File: src/design/xcvr_ctrl_pkg.sv
package xcvr_ctrl_pkg;

    // Transceiver mode codes as software writes them
    localparam logic [1:0] MODE_OFF     = 2'h0;
    localparam logic [1:0] MODE_WAKE    = 2'h1;
    localparam logic [1:0] MODE_RXONLY  = 2'h2;
    localparam logic [1:0] MODE_NORMAL  = 2'h3;

    // Chip-level operating modes (one-hot input)
    localparam int CHIP_NORMAL   = 0;
    localparam int CHIP_STOP     = 1;
    localparam int CHIP_SLEEP    = 2;
    localparam int CHIP_RESTART  = 3;
    localparam int CHIP_FAILSAFE = 4;
    localparam int CHIP_W        = 5;

    // Register map, byte addresses
    localparam logic [7:0] ADDR_CTRL   = 8'h00;
    localparam logic [7:0] ADDR_STATUS = 8'h04;
    localparam logic [7:0] ADDR_WAKE   = 8'h08;

    // CTRL fields
    localparam int CTRL_MODE_LSB = 0;
    localparam int CTRL_WDWAKE   = 2;
    // STATUS fields (write one to clear for bits 0..1)
    localparam int ST_FAIL  = 0;
    localparam int ST_UV    = 1;
    localparam int ST_TXTO  = 2;
    localparam int ST_ARMED = 3;
    localparam int ST_ENOK  = 4;
    // WAKE status field
    localparam int WK_BUS   = 0;

    localparam logic [1:0] RESP_OKAY   = 2'h0;
    localparam logic [1:0] RESP_SLVERR = 2'h2;

    // Timing in nanoseconds at 40 MHz
    localparam int CLK_NS        = 25;
    localparam int WAKE_MIN_NS   = 500;
    localparam int WAKE_MAX_NS   = 1800000;
    localparam int ENABLE_NS     = 20000;
    localparam int TX_TO_NS      = 2000000;
    localparam int BUS_TO_NS     = 2000000;
    localparam int WAKE_MIN_CYC  = (WAKE_MIN_NS + CLK_NS - 1) / CLK_NS;
    localparam int WAKE_MAX_CYC  = WAKE_MAX_NS / CLK_NS;
    localparam int ENABLE_CYC    = (ENABLE_NS + CLK_NS - 1) / CLK_NS;
    localparam int TX_TO_CYC     = TX_TO_NS / CLK_NS;
    localparam int BUS_TO_CYC    = BUS_TO_NS / CLK_NS;
    localparam int CNT_W         = 17;

    typedef struct packed {
        logic fail;
        logic uv;
        logic bus_wake;
    } events_s;

endpackage : xcvr_ctrl_pkg

File: src/design/xcvr_mode_ctrl.sv
`timescale 1ns/100ps
`default_nettype none
module xcvr_mode_ctrl
    import xcvr_ctrl_pkg::*;
(
    // Clock and reset
    input  wire logic               CLOCK,
    input  wire logic               RESET_N,
    // AXI4-Lite slave
    input  wire logic [7:0]         AWADDR,
    input  wire logic               AWVALID,
    output logic                    AWREADY,
    input  wire logic [31:0]        WDATA,
    input  wire logic [3:0]         WSTRB,
    input  wire logic               WVALID,
    output logic                    WREADY,
    output logic [1:0]              BRESP,
    output logic                    BVALID,
    input  wire logic               BREADY,
    input  wire logic [7:0]         ARADDR,
    input  wire logic               ARVALID,
    output logic                    ARREADY,
    output logic [31:0]             RDATA,
    output logic [1:0]              RRESP,
    output logic                    RVALID,
    input  wire logic               RREADY,
    // Chip mode, one-hot
    input  wire logic [CHIP_W-1:0]  CHIP_MODE,
    input  wire logic               WATCHDOG_ON,
    // Controller side
    input  wire logic               TRANSMIT_INPUT,
    output logic                    RECEIVE_OUT,
    // Bus side
    input  wire logic               BUS_DOMINANT,
    output logic                    DRIVE_DOMINANT,
    output logic                    DRIVER_ENABLE,
    output logic                    BUS_BIAS_ON,
    input  wire logic               SUPPLY_LOW,
    // System actions
    output logic                    INT_N,
    output logic                    RESTART_REQ,
    output logic                    WATCHDOG_ENABLE_REQ
);

    // Pin input synchronisers
    logic [2:0] s_tx, s_bus, s_uv;
    logic tx_dom, bus_dom, uv;
    always_ff @(posedge CLOCK)
    begin
        s_tx  <= {s_tx[1:0], ~TRANSMIT_INPUT};
        s_bus <= {s_bus[1:0], BUS_DOMINANT};
        s_uv  <= {s_uv[1:0], SUPPLY_LOW};
        if (s_tx[1] == s_tx[2])   tx_dom  <= s_tx[2];
        if (s_bus[1] == s_bus[2]) bus_dom <= s_bus[2];
        if (s_uv[1] == s_uv[2])   uv      <= s_uv[2];
    end

    // Registers
    logic [1:0] mode;
    logic       wd_on_wake;
    events_s    ev;
    logic [1:0] prev_mode;
    logic [CHIP_W-1:0] prev_chip;

    wire chip_ns  = CHIP_MODE[CHIP_NORMAL] | CHIP_MODE[CHIP_STOP];
    wire failsafe = CHIP_MODE[CHIP_FAILSAFE];
    // Effective mode: fail-safe forces wake-capable, illegal combos fall to wake/off
    wire [1:0] eff_mode =
        failsafe ? MODE_WAKE :
        ((mode == MODE_NORMAL || mode == MODE_RXONLY) && !chip_ns) ? MODE_WAKE :
        (mode == MODE_WAKE && CHIP_MODE[CHIP_SLEEP] == 1'b0 && !chip_ns
            && !CHIP_MODE[CHIP_RESTART]) ? MODE_OFF : mode;
    wire is_norm  = eff_mode == MODE_NORMAL;
    wire is_rx    = eff_mode == MODE_RXONLY;
    wire is_wake  = eff_mode == MODE_WAKE;
    wire mode_chg = eff_mode != prev_mode;

    // Enabling time and fresh-dominant gate
    logic [CNT_W-1:0] en_cnt;
    logic             en_done, tx_armed;
    wire en_run = is_norm && !en_done;
    always_ff @(posedge CLOCK)
    begin
        if (!RESET_N || !is_norm)
        begin
            en_cnt <= '0;
            en_done <= 1'b0;
            tx_armed <= 1'b0;
        end
        else
        begin
            if (en_run) en_cnt <= en_cnt + 1'b1;
            if (en_run && en_cnt == CNT_W'(ENABLE_CYC - 1)) en_done <= 1'b1;
            if (en_done && !tx_dom) tx_armed <= 1'b1;
        end
    end

    // Transmit dominant time-out
    logic [CNT_W-1:0] txto_cnt;
    logic             tx_to;
    wire txto_hit = tx_dom && is_norm && txto_cnt == CNT_W'(TX_TO_CYC);
    always_ff @(posedge CLOCK)
    begin
        if (!RESET_N || !tx_dom || !is_norm)
            txto_cnt <= '0;
        else if (txto_cnt != CNT_W'(TX_TO_CYC))
            txto_cnt <= txto_cnt + 1'b1;
        if (!RESET_N || !is_norm || !tx_dom) tx_to <= 1'b0;
        else if (txto_hit) tx_to <= 1'b1;
    end

    // Bus dominant clamp
    logic [CNT_W-1:0] bus_cnt;
    wire bus_hit = (is_norm || is_rx) && bus_dom && bus_cnt == CNT_W'(BUS_TO_CYC - 1);
    always_ff @(posedge CLOCK)
    begin
        if (!RESET_N || !bus_dom || !(is_norm || is_rx)) bus_cnt <= '0;
        else if (bus_cnt != CNT_W'(BUS_TO_CYC)) bus_cnt <= bus_cnt + 1'b1;
    end

    // Undervoltage monitor
    wire uv_act = uv && (is_norm || is_rx) && chip_ns;

    // Wake pattern detector
    typedef enum logic [4:0] {
        W_IDLE = 5'h01, W_DOM1 = 5'h02, W_REC = 5'h04, W_DOM2 = 5'h08, W_DONE = 5'h10
    } wake_e;
    wake_e wst;
    logic [CNT_W-1:0] ph_cnt;
    logic             armed;
    wire ph_ok   = ph_cnt >= CNT_W'(WAKE_MIN_CYC) && ph_cnt < CNT_W'(WAKE_MAX_CYC);
    wire ph_long = ph_cnt >= CNT_W'(WAKE_MAX_CYC);
    wire wake_hit = wst == W_DOM2 && bus_dom && ph_cnt == CNT_W'(WAKE_MIN_CYC);
    wire chip_rearm = (CHIP_MODE[CHIP_STOP] && !prev_chip[CHIP_STOP])
                    || (failsafe && !prev_chip[CHIP_FAILSAFE]);

    always_ff @(posedge CLOCK)
    begin
        if (!RESET_N)
        begin
            wst <= W_IDLE;
            ph_cnt <= '0;
            armed <= 1'b1;
        end
        else if (!is_wake || !armed)
        begin
            wst <= W_IDLE;
            ph_cnt <= '0;
            if ((mode_chg && is_wake) || chip_rearm) armed <= 1'b1;
        end
        else
        begin
            ph_cnt <= (ph_long ? ph_cnt : ph_cnt + 1'b1);
            unique case (wst)
                W_IDLE: if (bus_dom) begin wst <= W_DOM1; ph_cnt <= '0; end
                W_DOM1: if (!bus_dom)
                begin
                    wst <= ph_ok ? W_REC : W_IDLE;
                    ph_cnt <= '0;
                end
                W_REC: if (bus_dom)
                begin
                    wst <= ph_ok ? W_DOM2 : W_DOM1;
                    ph_cnt <= '0;
                end
                W_DOM2:
                    if (wake_hit) wst <= W_DONE;
                    else if (!bus_dom)
                    begin
                        wst <= W_REC;
                        ph_cnt <= '0;
                    end
                W_DONE:
                begin
                    wst <= W_IDLE;
                    armed <= 1'b0;
                end
            endcase
        end
    end
    wire bus_wake = wst == W_DONE;

    // Receive output wake latch
    logic wake_low;
    always_ff @(posedge CLOCK)
    begin
        if (!RESET_N || mode_chg) wake_low <= 1'b0;
        else if (bus_wake) wake_low <= 1'b1;
        prev_mode <= RESET_N ? eff_mode : MODE_OFF;
        prev_chip <= RESET_N ? CHIP_MODE : '0;
    end

    // Bus pin outputs
    wire drv = is_norm && en_done && !tx_to && !uv_act;
    always_ff @(posedge CLOCK)
    begin
        if (!RESET_N)
        begin
            DRIVER_ENABLE <= 1'b0;
            DRIVE_DOMINANT <= 1'b0;
            BUS_BIAS_ON <= 1'b0;
            RECEIVE_OUT <= 1'b1;
        end
        else
        begin
            DRIVER_ENABLE <= drv;
            DRIVE_DOMINANT <= drv && tx_armed && tx_dom;
            BUS_BIAS_ON <= is_norm || is_rx;
            RECEIVE_OUT <= wake_low ? 1'b0 :
                           (is_norm || is_rx) ? !bus_dom : 1'b1;
        end
    end

    // Event flags, set wins over clear
    logic wr_fire;
    logic [7:0] aw_q;
    logic [31:0] w_q;
    wire w1c_st = wr_fire && aw_q == ADDR_STATUS;
    wire w1c_wk = wr_fire && aw_q == ADDR_WAKE;
    wire wake_int = bus_wake && chip_ns;
    always_ff @(posedge CLOCK)
    begin
        if (!RESET_N)
            ev <= '0;
        else
        begin
            ev.fail <= (txto_hit && !tx_to) || bus_hit ||
                       (ev.fail && !(w1c_st && w_q[ST_FAIL]));
            ev.uv <= uv_act || (ev.uv && !(w1c_st && w_q[ST_UV]));
            ev.bus_wake <= bus_wake ||
                           (ev.bus_wake && !(w1c_wk && w_q[WK_BUS]));
        end
    end

    // System action outputs
    logic int_hold;
    always_ff @(posedge CLOCK)
    begin
        if (!RESET_N)
        begin
            int_hold <= 1'b0;
            RESTART_REQ <= 1'b0;
            WATCHDOG_ENABLE_REQ <= 1'b0;
        end
        else
        begin
            int_hold <= wake_int || (int_hold && !(w1c_wk && w_q[WK_BUS]));
            RESTART_REQ <= bus_wake &&
                (CHIP_MODE[CHIP_SLEEP] || failsafe);
            WATCHDOG_ENABLE_REQ <= bus_wake && CHIP_MODE[CHIP_STOP]
                && wd_on_wake && !WATCHDOG_ON;
        end
    end
    assign INT_N = !int_hold;

    // AXI4-Lite write path
    logic aw_have, w_have;
    assign AWREADY = !aw_have && !BVALID;
    assign WREADY  = !w_have && !BVALID;
    assign wr_fire = aw_have && w_have && !BVALID;
    wire wr_known = aw_q == ADDR_CTRL || aw_q == ADDR_STATUS || aw_q == ADDR_WAKE;
    always_ff @(posedge CLOCK)
    begin
        if (!RESET_N)
        begin
            aw_have <= 1'b0;
            w_have <= 1'b0;
            BVALID <= 1'b0;
            BRESP <= RESP_OKAY;
            aw_q <= '0;
            w_q <= '0;
            mode <= MODE_OFF;
            wd_on_wake <= 1'b0;
        end
        else
        begin
            if (AWVALID && AWREADY) begin aw_have <= 1'b1; aw_q <= AWADDR; end
            if (WVALID && WREADY)
            begin
                w_have <= 1'b1;
                w_q <= WSTRB[0] ? WDATA : '0;
            end
            if (wr_fire)
            begin
                aw_have <= 1'b0;
                w_have <= 1'b0;
                BVALID <= 1'b1;
                BRESP <= wr_known ? RESP_OKAY : RESP_SLVERR;
                if (aw_q == ADDR_CTRL && w_q != 32'hFFFFFFFF)
                begin
                    mode <= w_q[CTRL_MODE_LSB +: 2];
                    wd_on_wake <= w_q[CTRL_WDWAKE];
                end
            end
            else if (BVALID && BREADY)
                BVALID <= 1'b0;
        end
    end

    // AXI4-Lite read path
    assign ARREADY = !RVALID;
    wire [31:0] rd_val =
        ARADDR == ADDR_CTRL   ? {29'h0, wd_on_wake, mode} :
        ARADDR == ADDR_STATUS ? {27'h0, en_done, armed, tx_to, ev.uv, ev.fail} :
        ARADDR == ADDR_WAKE   ? {31'h0, ev.bus_wake} : 32'h0;
    wire rd_known = ARADDR == ADDR_CTRL || ARADDR == ADDR_STATUS || ARADDR == ADDR_WAKE;
    always_ff @(posedge CLOCK)
    begin
        if (!RESET_N)
        begin
            RVALID <= 1'b0;
            RDATA <= '0;
            RRESP <= RESP_OKAY;
        end
        else if (ARVALID && ARREADY)
        begin
            RVALID <= 1'b1;
            RDATA <= rd_val;
            RRESP <= rd_known ? RESP_OKAY : RESP_SLVERR;
        end
        else if (RVALID && RREADY)
            RVALID <= 1'b0;
    end

    // Assertions
    a_off_no_drive: assert property (@(posedge CLOCK) disable iff (!RESET_N)
        !(is_norm) |=> !DRIVER_ENABLE) else $error("driver on outside normal");
    a_wake_rxd_low: assert property (@(posedge CLOCK) disable iff (!RESET_N)
        bus_wake && !mode_chg |=> ##1 !RECEIVE_OUT) else $error("rxd not low on wake");
    a_off_no_wake: assert property (@(posedge CLOCK) disable iff (!RESET_N)
        eff_mode == MODE_OFF |-> !bus_wake) else $error("wake in off");
    a_wake_int: assert property (@(posedge CLOCK) disable iff (!RESET_N)
        wake_int |=> ##1 !INT_N) else $error("int missing");
    a_restart_no_int: assert property (@(posedge CLOCK) disable iff (!RESET_N)
        bus_wake && CHIP_MODE[CHIP_SLEEP] |=> RESTART_REQ && INT_N) else $error("sleep wake");
    a_txto_fail: assert property (@(posedge CLOCK) disable iff (!RESET_N)
        txto_hit && !tx_to |=> ev.fail && tx_to ##1 !DRIVER_ENABLE) else $error("tx time-out");
    a_wake_disarm: assert property (@(posedge CLOCK) disable iff (!RESET_N)
        bus_wake |=> !armed) else $error("not disarmed");
    a_uv_flag: assert property (@(posedge CLOCK) disable iff (!RESET_N)
        uv_act |=> ev.uv && !DRIVER_ENABLE) else $error("uv not handled");
    a_mode_kept: assert property (@(posedge CLOCK) disable iff (!RESET_N)
        !wr_fire |=> mode == $past(mode)) else $error("mode changed by hw");

endmodule : xcvr_mode_ctrl
`default_nettype wire

File: config.mk
export PLATFORM = sky130hd
export DESIGN_NAME = xcvr_mode_ctrl
export DESIGN_NICKNAME = d
export VERILOG_FILES = /design/src/design/xcvr_ctrl_pkg.sv /design/src/design/xcvr_mode_ctrl.sv
export SDC_FILE = /design/constraint.sdc
export NUM_CORES = 1
export LEC_CHECK = 0
export ABC_AREA = 1
export BUFFER_PORTS_ARGS = -buffer_cell sky130_fd_sc_hd__buf_2
export CAP_MARGIN = 40
export CORE_MARGIN = 2
export CORE_UTILIZATION = 40
export CTS_CLUSTER_SIZE = 8
export DETAILED_ROUTE_END_ITERATION = 6
export PLACE_DENSITY_LB_ADDON = 0.25
export SLEW_MARGIN = 20
export SYNTH_ARGS = -nofsm -noshare
export SYNTH_HDL_FRONTEND = slang
export SYNTH_SLANG_ARGS = --single-unit
File: constraint.sdc
create_clock -name CLOCK -period 2.1 [get_ports CLOCK]
set_clock_uncertainty 0.1 [all_clocks]
set_input_delay 0.315 -clock CLOCK [delete_from_list [all_inputs] [get_ports CLOCK]]
set_output_delay 0.315 -clock CLOCK [all_outputs]
set_load 0.05 [all_outputs]
=== Yosys cells after proc, flatten, opt, wreduce, memory -nomap -nowiden ===
Index checks and enable logic that the tools add are counted.

* Register bits: 190
* Output and inout port bits: 48

* Add/sub/neg operators: 4
* $lt $le $gt $ge: 3
* Eq/ne operators: 31
* Multiplexer cells: 31
* Bitwise logic cells: 4
* Reductions and logical operators: 105

{| class="wikitable"
|+ Operators with widths
! operator !! count
|-
| adder 17 x 1 -> 17 bit (second input constant) || 4
|-
| two-way mux 17 bit || 4
|-
| case mux 17 bit (3 select lines) || 1
|-
| logical AND 1 bit || 49
|-
| two-way mux 5 bit || 7
|-
| equality test 17 bit (second input constant) || 2
|-
| inequality test 17 bit (second input constant) || 2
|-
| two-way mux 32 bit || 1
|-
| inequality test 32 bit (second input constant) || 1
|-
| case mux 5 bit (5 select lines) || 1
|-
| zero test 1 bit || 23
|-
| logical OR 1 bit || 22
|-
| equality test 17 x 10 -> 1 bit (second input constant) || 1
|-
| equality test 17 x 5 -> 1 bit (second input constant) || 1
|-
| >= comparator 17 bit (second input constant) || 1
|-
| >= comparator 17 x 5 -> 1 bit (second input constant) || 1
|-
| < comparator 17 bit (second input constant) || 1
|-
| equality test 8 x 3 -> 1 bit (second input constant) || 2
|-
| equality test 8 x 4 -> 1 bit (second input constant) || 2
|-
| zero test 8 bit || 2
|-
| two-way mux 1 bit || 10
|-
| two-way mux 2 bit || 5
|-
| equality test 2 bit (second input constant) || 4
|-
| inequality test 2 bit (second input constant) || 3
|-
| other kinds (18) || 28
|}

=== Longest topological paths before layout ===
* Word-level depth: 15
* Depth in mapped cells: 12
* Gate-level depth less buffers: 12

=== Least setup slack after synthesis ===
OpenSTA, ideal clock, no wires.

* Path kind: reg2reg
* Start: register BVALID
* End: register w_q[26]
* Data arrival time: 2.058 ns
* Data required time: 1.930 ns
* Setup slack: -0.129 ns
* Stages on the path, launching flop included: 7
* Buffers on the path: 1
* Path through: dfxtp_1 > nor2_1 > nand2_1 > inv_1 > buf_2 > nand3_1 > a21oi_1

* Cells in the longest elaborated chain, start to end: 3

{| class="wikitable"
|+ RTL lines
! what !! RTL line !! RTL
|-
| from (decl) || xcvr_mode_ctrl.sv:18 || <nowiki>output logic BVALID,</nowiki>
|-
| from (signal assigned) || xcvr_mode_ctrl.sv:268 || <nowiki>BVALID <= 1'b0;</nowiki>
|-
| from (signal assigned) || xcvr_mode_ctrl.sv:287 || <nowiki>BVALID <= 1'b1;</nowiki>
|-
| from (signal assigned) || xcvr_mode_ctrl.sv:296 || <nowiki>BVALID <= 1'b0;</nowiki>
|-
| zero test 1 bit || xcvr_mode_ctrl.sv:259 || <nowiki>assign WREADY = !w_have && !BVALID;</nowiki>
|-
| logical AND 1 bit || xcvr_mode_ctrl.sv:259 ||
|-
| net WREADY || xcvr_mode_ctrl.sv:16 || <nowiki>output logic WREADY,</nowiki>
|-
| logical AND 1 bit || xcvr_mode_ctrl.sv:278 || <nowiki>if (WVALID && WREADY)</nowiki>
|-
| to (signal assigned) || xcvr_mode_ctrl.sv:281 || <nowiki>w_q <= WSTRB[0] ? WDATA : '0;</nowiki>
|-
| to (decl) || xcvr_mode_ctrl.sv:217 || <nowiki>logic [31:0] w_q;</nowiki>
|}

The timed path passes the listed nets, and every way through them passes these cells.
A chain may end at the register's enable or synchronous reset.

=== Worst setup path after layout ===
* Start: register mode[1]
* End: register txto_cnt[11]

* Cells in the longest elaborated chain, start to end: 10
* Elaborated cells between the ends (all ways): 14
* Classes of those cells: eq/ne (4); mux (3); reduce/logical (7)

{| class="wikitable"
|+ RTL lines
! what !! RTL line !! RTL
|-
| from (decl) || xcvr_mode_ctrl.sv:59 || <nowiki>logic [1:0] mode;</nowiki>
|-
| from (signal assigned) || xcvr_mode_ctrl.sv:291 || <nowiki>mode <= w_q[CTRL_MODE_LSB +: 2];</nowiki>
|-
| equality test 2 x 1 -> 1 bit || xcvr_mode_ctrl.sv:71 || <nowiki>(mode == MODE_WAKE && CHIP_MODE[CHIP_SLEEP] == 1'b0 && !chip_ns</nowiki>
|-
| logical AND 1 bit (2 in a row) || xcvr_mode_ctrl.sv:71 ||
|-
| logical AND 1 bit || xcvr_mode_ctrl.sv:72 || <nowiki>&& !CHIP_MODE[CHIP_RESTART]) ? MODE_OFF : mode;</nowiki>
|-
| two-way mux 2 bit || xcvr_mode_ctrl.sv:72 ||
|-
| two-way mux 2 bit * || xcvr_mode_ctrl.sv:70 || <nowiki>((mode == MODE_NORMAL || mode == MODE_RXONLY) && !chip_ns) ? MODE_WAKE :</nowiki>
|-
| two-way mux 2 bit * || xcvr_mode_ctrl.sv:69 || <nowiki>failsafe ? MODE_WAKE :</nowiki>
|-
| equality test 2 bit * || xcvr_mode_ctrl.sv:73 || <nowiki>wire is_norm = eff_mode == MODE_NORMAL;</nowiki>
|-
| zero test 1 bit * || xcvr_mode_ctrl.sv:104 || <nowiki>if (!RESET_N || !tx_dom || !is_norm)</nowiki>
|-
| logical OR 1 bit * || xcvr_mode_ctrl.sv:104 ||
|-
| to (signal assigned) || xcvr_mode_ctrl.sv:107 || <nowiki>txto_cnt <= txto_cnt + 1'b1;</nowiki>
|-
| to (decl) || xcvr_mode_ctrl.sv:99 || <nowiki>logic [CNT_W-1:0] txto_cnt;</nowiki>
|}

Mark *: on every way between the ends. The rest lies on a longest branch, timed or not.

==> results_dict.tcl <==
set metrics [dict create \
    grt_first_pass_wirelength_um 28100 \
    drc 0 \
    tritoncts "done" \
    dpl.hpwl_um 12300 \
    path_cells "inv_2 -> nor3_4 -> nand2_4 -> nor2_8 -> inv_4 -> nor2_8 -> inv_2 -> nor3_1" \
    slew_headroom_pct 61.2 \
    syn_area_um2 7380 \
    avgSynthCellArea_um2 7.12 \
    ff2ff_path_depth 8 \
    nets 1204 \
    clockRootBuffer "clkbuf_16" \
    crit_end "txto_cnt[11]$_SDFFE_PP0P_" \
    synthCells 1036 \
    cp_num_cells 8 \
    stdcell_count 1371 \
    detail_route.wl_per_cell_um 12.1 \
    maxCapViolations 0 \
    ys.warnings.count 0 \
    core_area_um2 18000 \
    ys_types 44 \
    cts_buffers 17 \
    rr_startpoint "mode[1]$_SDFFE_PN0P_" \
    die-height_um 140 \
    placed_area_um2 7960 \
    rows 49 \
    fillCellCount 1845 \
    synthFlopType "dfxtp_1" \
    drtIter0Drc 378 \
    hold_path_class "input port to register" \
    cts_sinks 158 \
    start_util_pct 40.9 \
    power.total_mw 6.80 \
    ys_seq_area_share_pct 43.3 \
    status "finished clean" \
    p_leak_nw 3.61 \
    vias_per_cell 4.81 \
    finalCritPeriodShare_pct 85.7 \
    clk_pin_slew_ns 0.07 \
    track_usage_pct 17.5 \
    p_per_area_nw_per_um2 791 \
    min_period_ns 1.80 \
    area_delta_synth_final_pct 16.4 \
    cp_data_required_time_ns 2.35 \
    postLayoutCellArea_um2 8590 \
    clk-insertion-delay-late_ns 0.43 \
    grt_max_degree 42 \
    critPathLaunchType "register" \
    r2r_slack_ns 0.30 \
    fmax_mhz 555 \
    drv_slew 0 \
    num_vias 6592 \
    diodes 0 \
    gr-total-overflow 0 \
    first_global_vias 6066 \
    slowest_delay_ns 0.37 \
    htreeDepth 4 \
    hold_viol 0 \
    critPathLaunch "mode[1]$_SDFFE_PN0P_" \
    async_flop_share_pct 0 \
    end_kind "register" \
    antenna_found_initial 0 \
    tightest_slew_ns 0.576 \
    first_pass_iters 4 \
    crit_slowest_cell "dfxtp_1" \
    reg2reg_to "txto_cnt[11]$_SDFFE_PP0P_" \
    final-setup-viol-count 0 \
    path_max_fanout 13 \
    worstHoldStart "AWADDR[5]" \
    post-place-cells 1335 \
    cp_data_arrival_time_ns 2.05 \
    die_area_um2 19500 \
    clockBufferDepth 2 \
    synth-edff-count 3 \
    die_x_um 140 \
    ioPinCount 116 \
    ctsResizeCount 0 \
    drive_gt1_share_pct 13.4 \
    rsz0062_at_grt "no" \
    ant_nets 0 \
    totalWireLength_um 16600 \
    gp_congestion 0.849 \
    vdd_drop_max_uv 606 \
    ys_ff_latch 158 \
    crit_type "register to register" \
    crit_buf_inv 3 \
    cpLargestDelayFamily "simple AND/OR/NAND/NOR gates" \
    port_buffers 83 \
    finalSetupTns_ns 0 \
]
-- worst register-to-register path, cell delays in order, from the launching register on --
cell,delay [ns]
dfxtp_1,0.37
inv_2,0.08
nor3_4,0.25
nand2_4,0.11
nor2_8,0.17
inv_4,0.12
nor2_8,0.13
inv_2,0.15
nor3_1,0.24
-- sequential cells by signal, summed over array words and instances (netlist names), 5 cells and up --
register	cells
wst	5
aw_q	8
w_q	32
en_cnt	17
bus_cnt	17
ph_cnt	17
RDATA	5
txto_cnt	17
-- layout make-up --
cell class | count | area (µm²) | share of cell area, %
clock inverters | 15 | 168 | 1.95
clock buffers | 17 | 425 | 4.95
multi-input cells | 724 | 3470 | 40.4
repair buffers | 99 | 558 | 6.50
inverters | 129 | 487 | 5.67
well taps | 229 | 287 | 3.34
flip-flops and latches | 158 | 3190 | 37.2
-- cell usage in the layout (no fill, tap or decap), types with 8 or more instances in the layout --
cell type    n
a21oi_1     85
buf_2       83
buf_4       11
clkbuf_16   17
conb_1      29
dfxtp_1    155
inv_1      124
nand2_1    206
nand3_1     87
nand4_1     33
nor2_1     133
nor3_1      37
nor4_1       8
o21ai_0     40
xor2_1      12
-- worst min path at each step --
stage	to	slack, ns	depth (start not counted)
6_report	aw_q[5]$_SDFFE_PN0P_	0.03	3
5_1_grt	w_q[14]$_SDFFE_PN0P_	0.02	3
4_1_cts	aw_q[6]$_SDFFE_PN0P_	0.01	3
3_5_place_dp	s_bus[1]$_DFF_P_	0.21	0
3_3_place_gp	s_tx[1]$_DFF_P_	0.21	0
2_1_floorplan	s_bus[1]$_DFF_P_	0.21	0
-- Yosys cell counts (7+ instances only) --
cell type  instances  area, µm²
buf_4             32        240
nor2_1           134        503
inv_1            124        465
nand4_1           33        206
nand2_1          206        773
nor3_1            37        185
clkbuf_1          12       45.0
o21ai_0           40        200
ha_1               7       87.6
xor2_1            12        105
a21oi_1           85        425
dfxtp_1          155       3100
nand3_1           87        435
a21oi_2            7       61.3
nor4_1             8       50.1
-- through the flow --
step / hold slack [ns] / util, % / worst slack [ns]
2_1_floorplan: 0.210 / - / 0.0611
3_3_place_gp: 0.210 / 44.1 / 0.320
3_5_place_dp: 0.212 / 44.1 / 0.296
4_1_cts: 0.0102 / 47.6 / 0.260
5_1_grt: 0.0231 / 47.6 / 0.0544
6_report: 0.0252 / 47.6 / 0.300
-- cell families (layout without fill, tap and decap cells) --
logic type | count (synthesis) | after routing | synth area share [%]
AO/OA/AOI/OAI | 142 | 142 | 10.3
XOR/XNOR | 16 | 16 | 1.90
adder cells (fa/ha/maj) | 7 | 7 | 1.19
buffers and inverters | 182 | 260 | 11.1
flip-flops | 158 | 158 | 43.3
other | 1 | 29 | 0.0508
AND/OR/NAND/NOR | 530 | 530 | 32.2
-- where the power goes --
group          total (mW)  internal [mW]  switching (mW)
clock network        3.08           1.61            1.47
registers            3.14           3.09          0.0493
logic               0.583          0.159           0.423
-- per-layer routing --
layer	wire, µm	track usage (%)
met3	699	4.92
met1	8090	23.1
met2	7550	27.8
met4	258	5.32
met5	0	0
-- what timing repair did --
action / in CTS / in global routing
endpoints found under the hold margin: 4 / 0
setup endpoints to repair: 0 / 0
hold buffers: 4 / 0
setup buffers: 0 / 0
(Power assumes the default switching activity.)
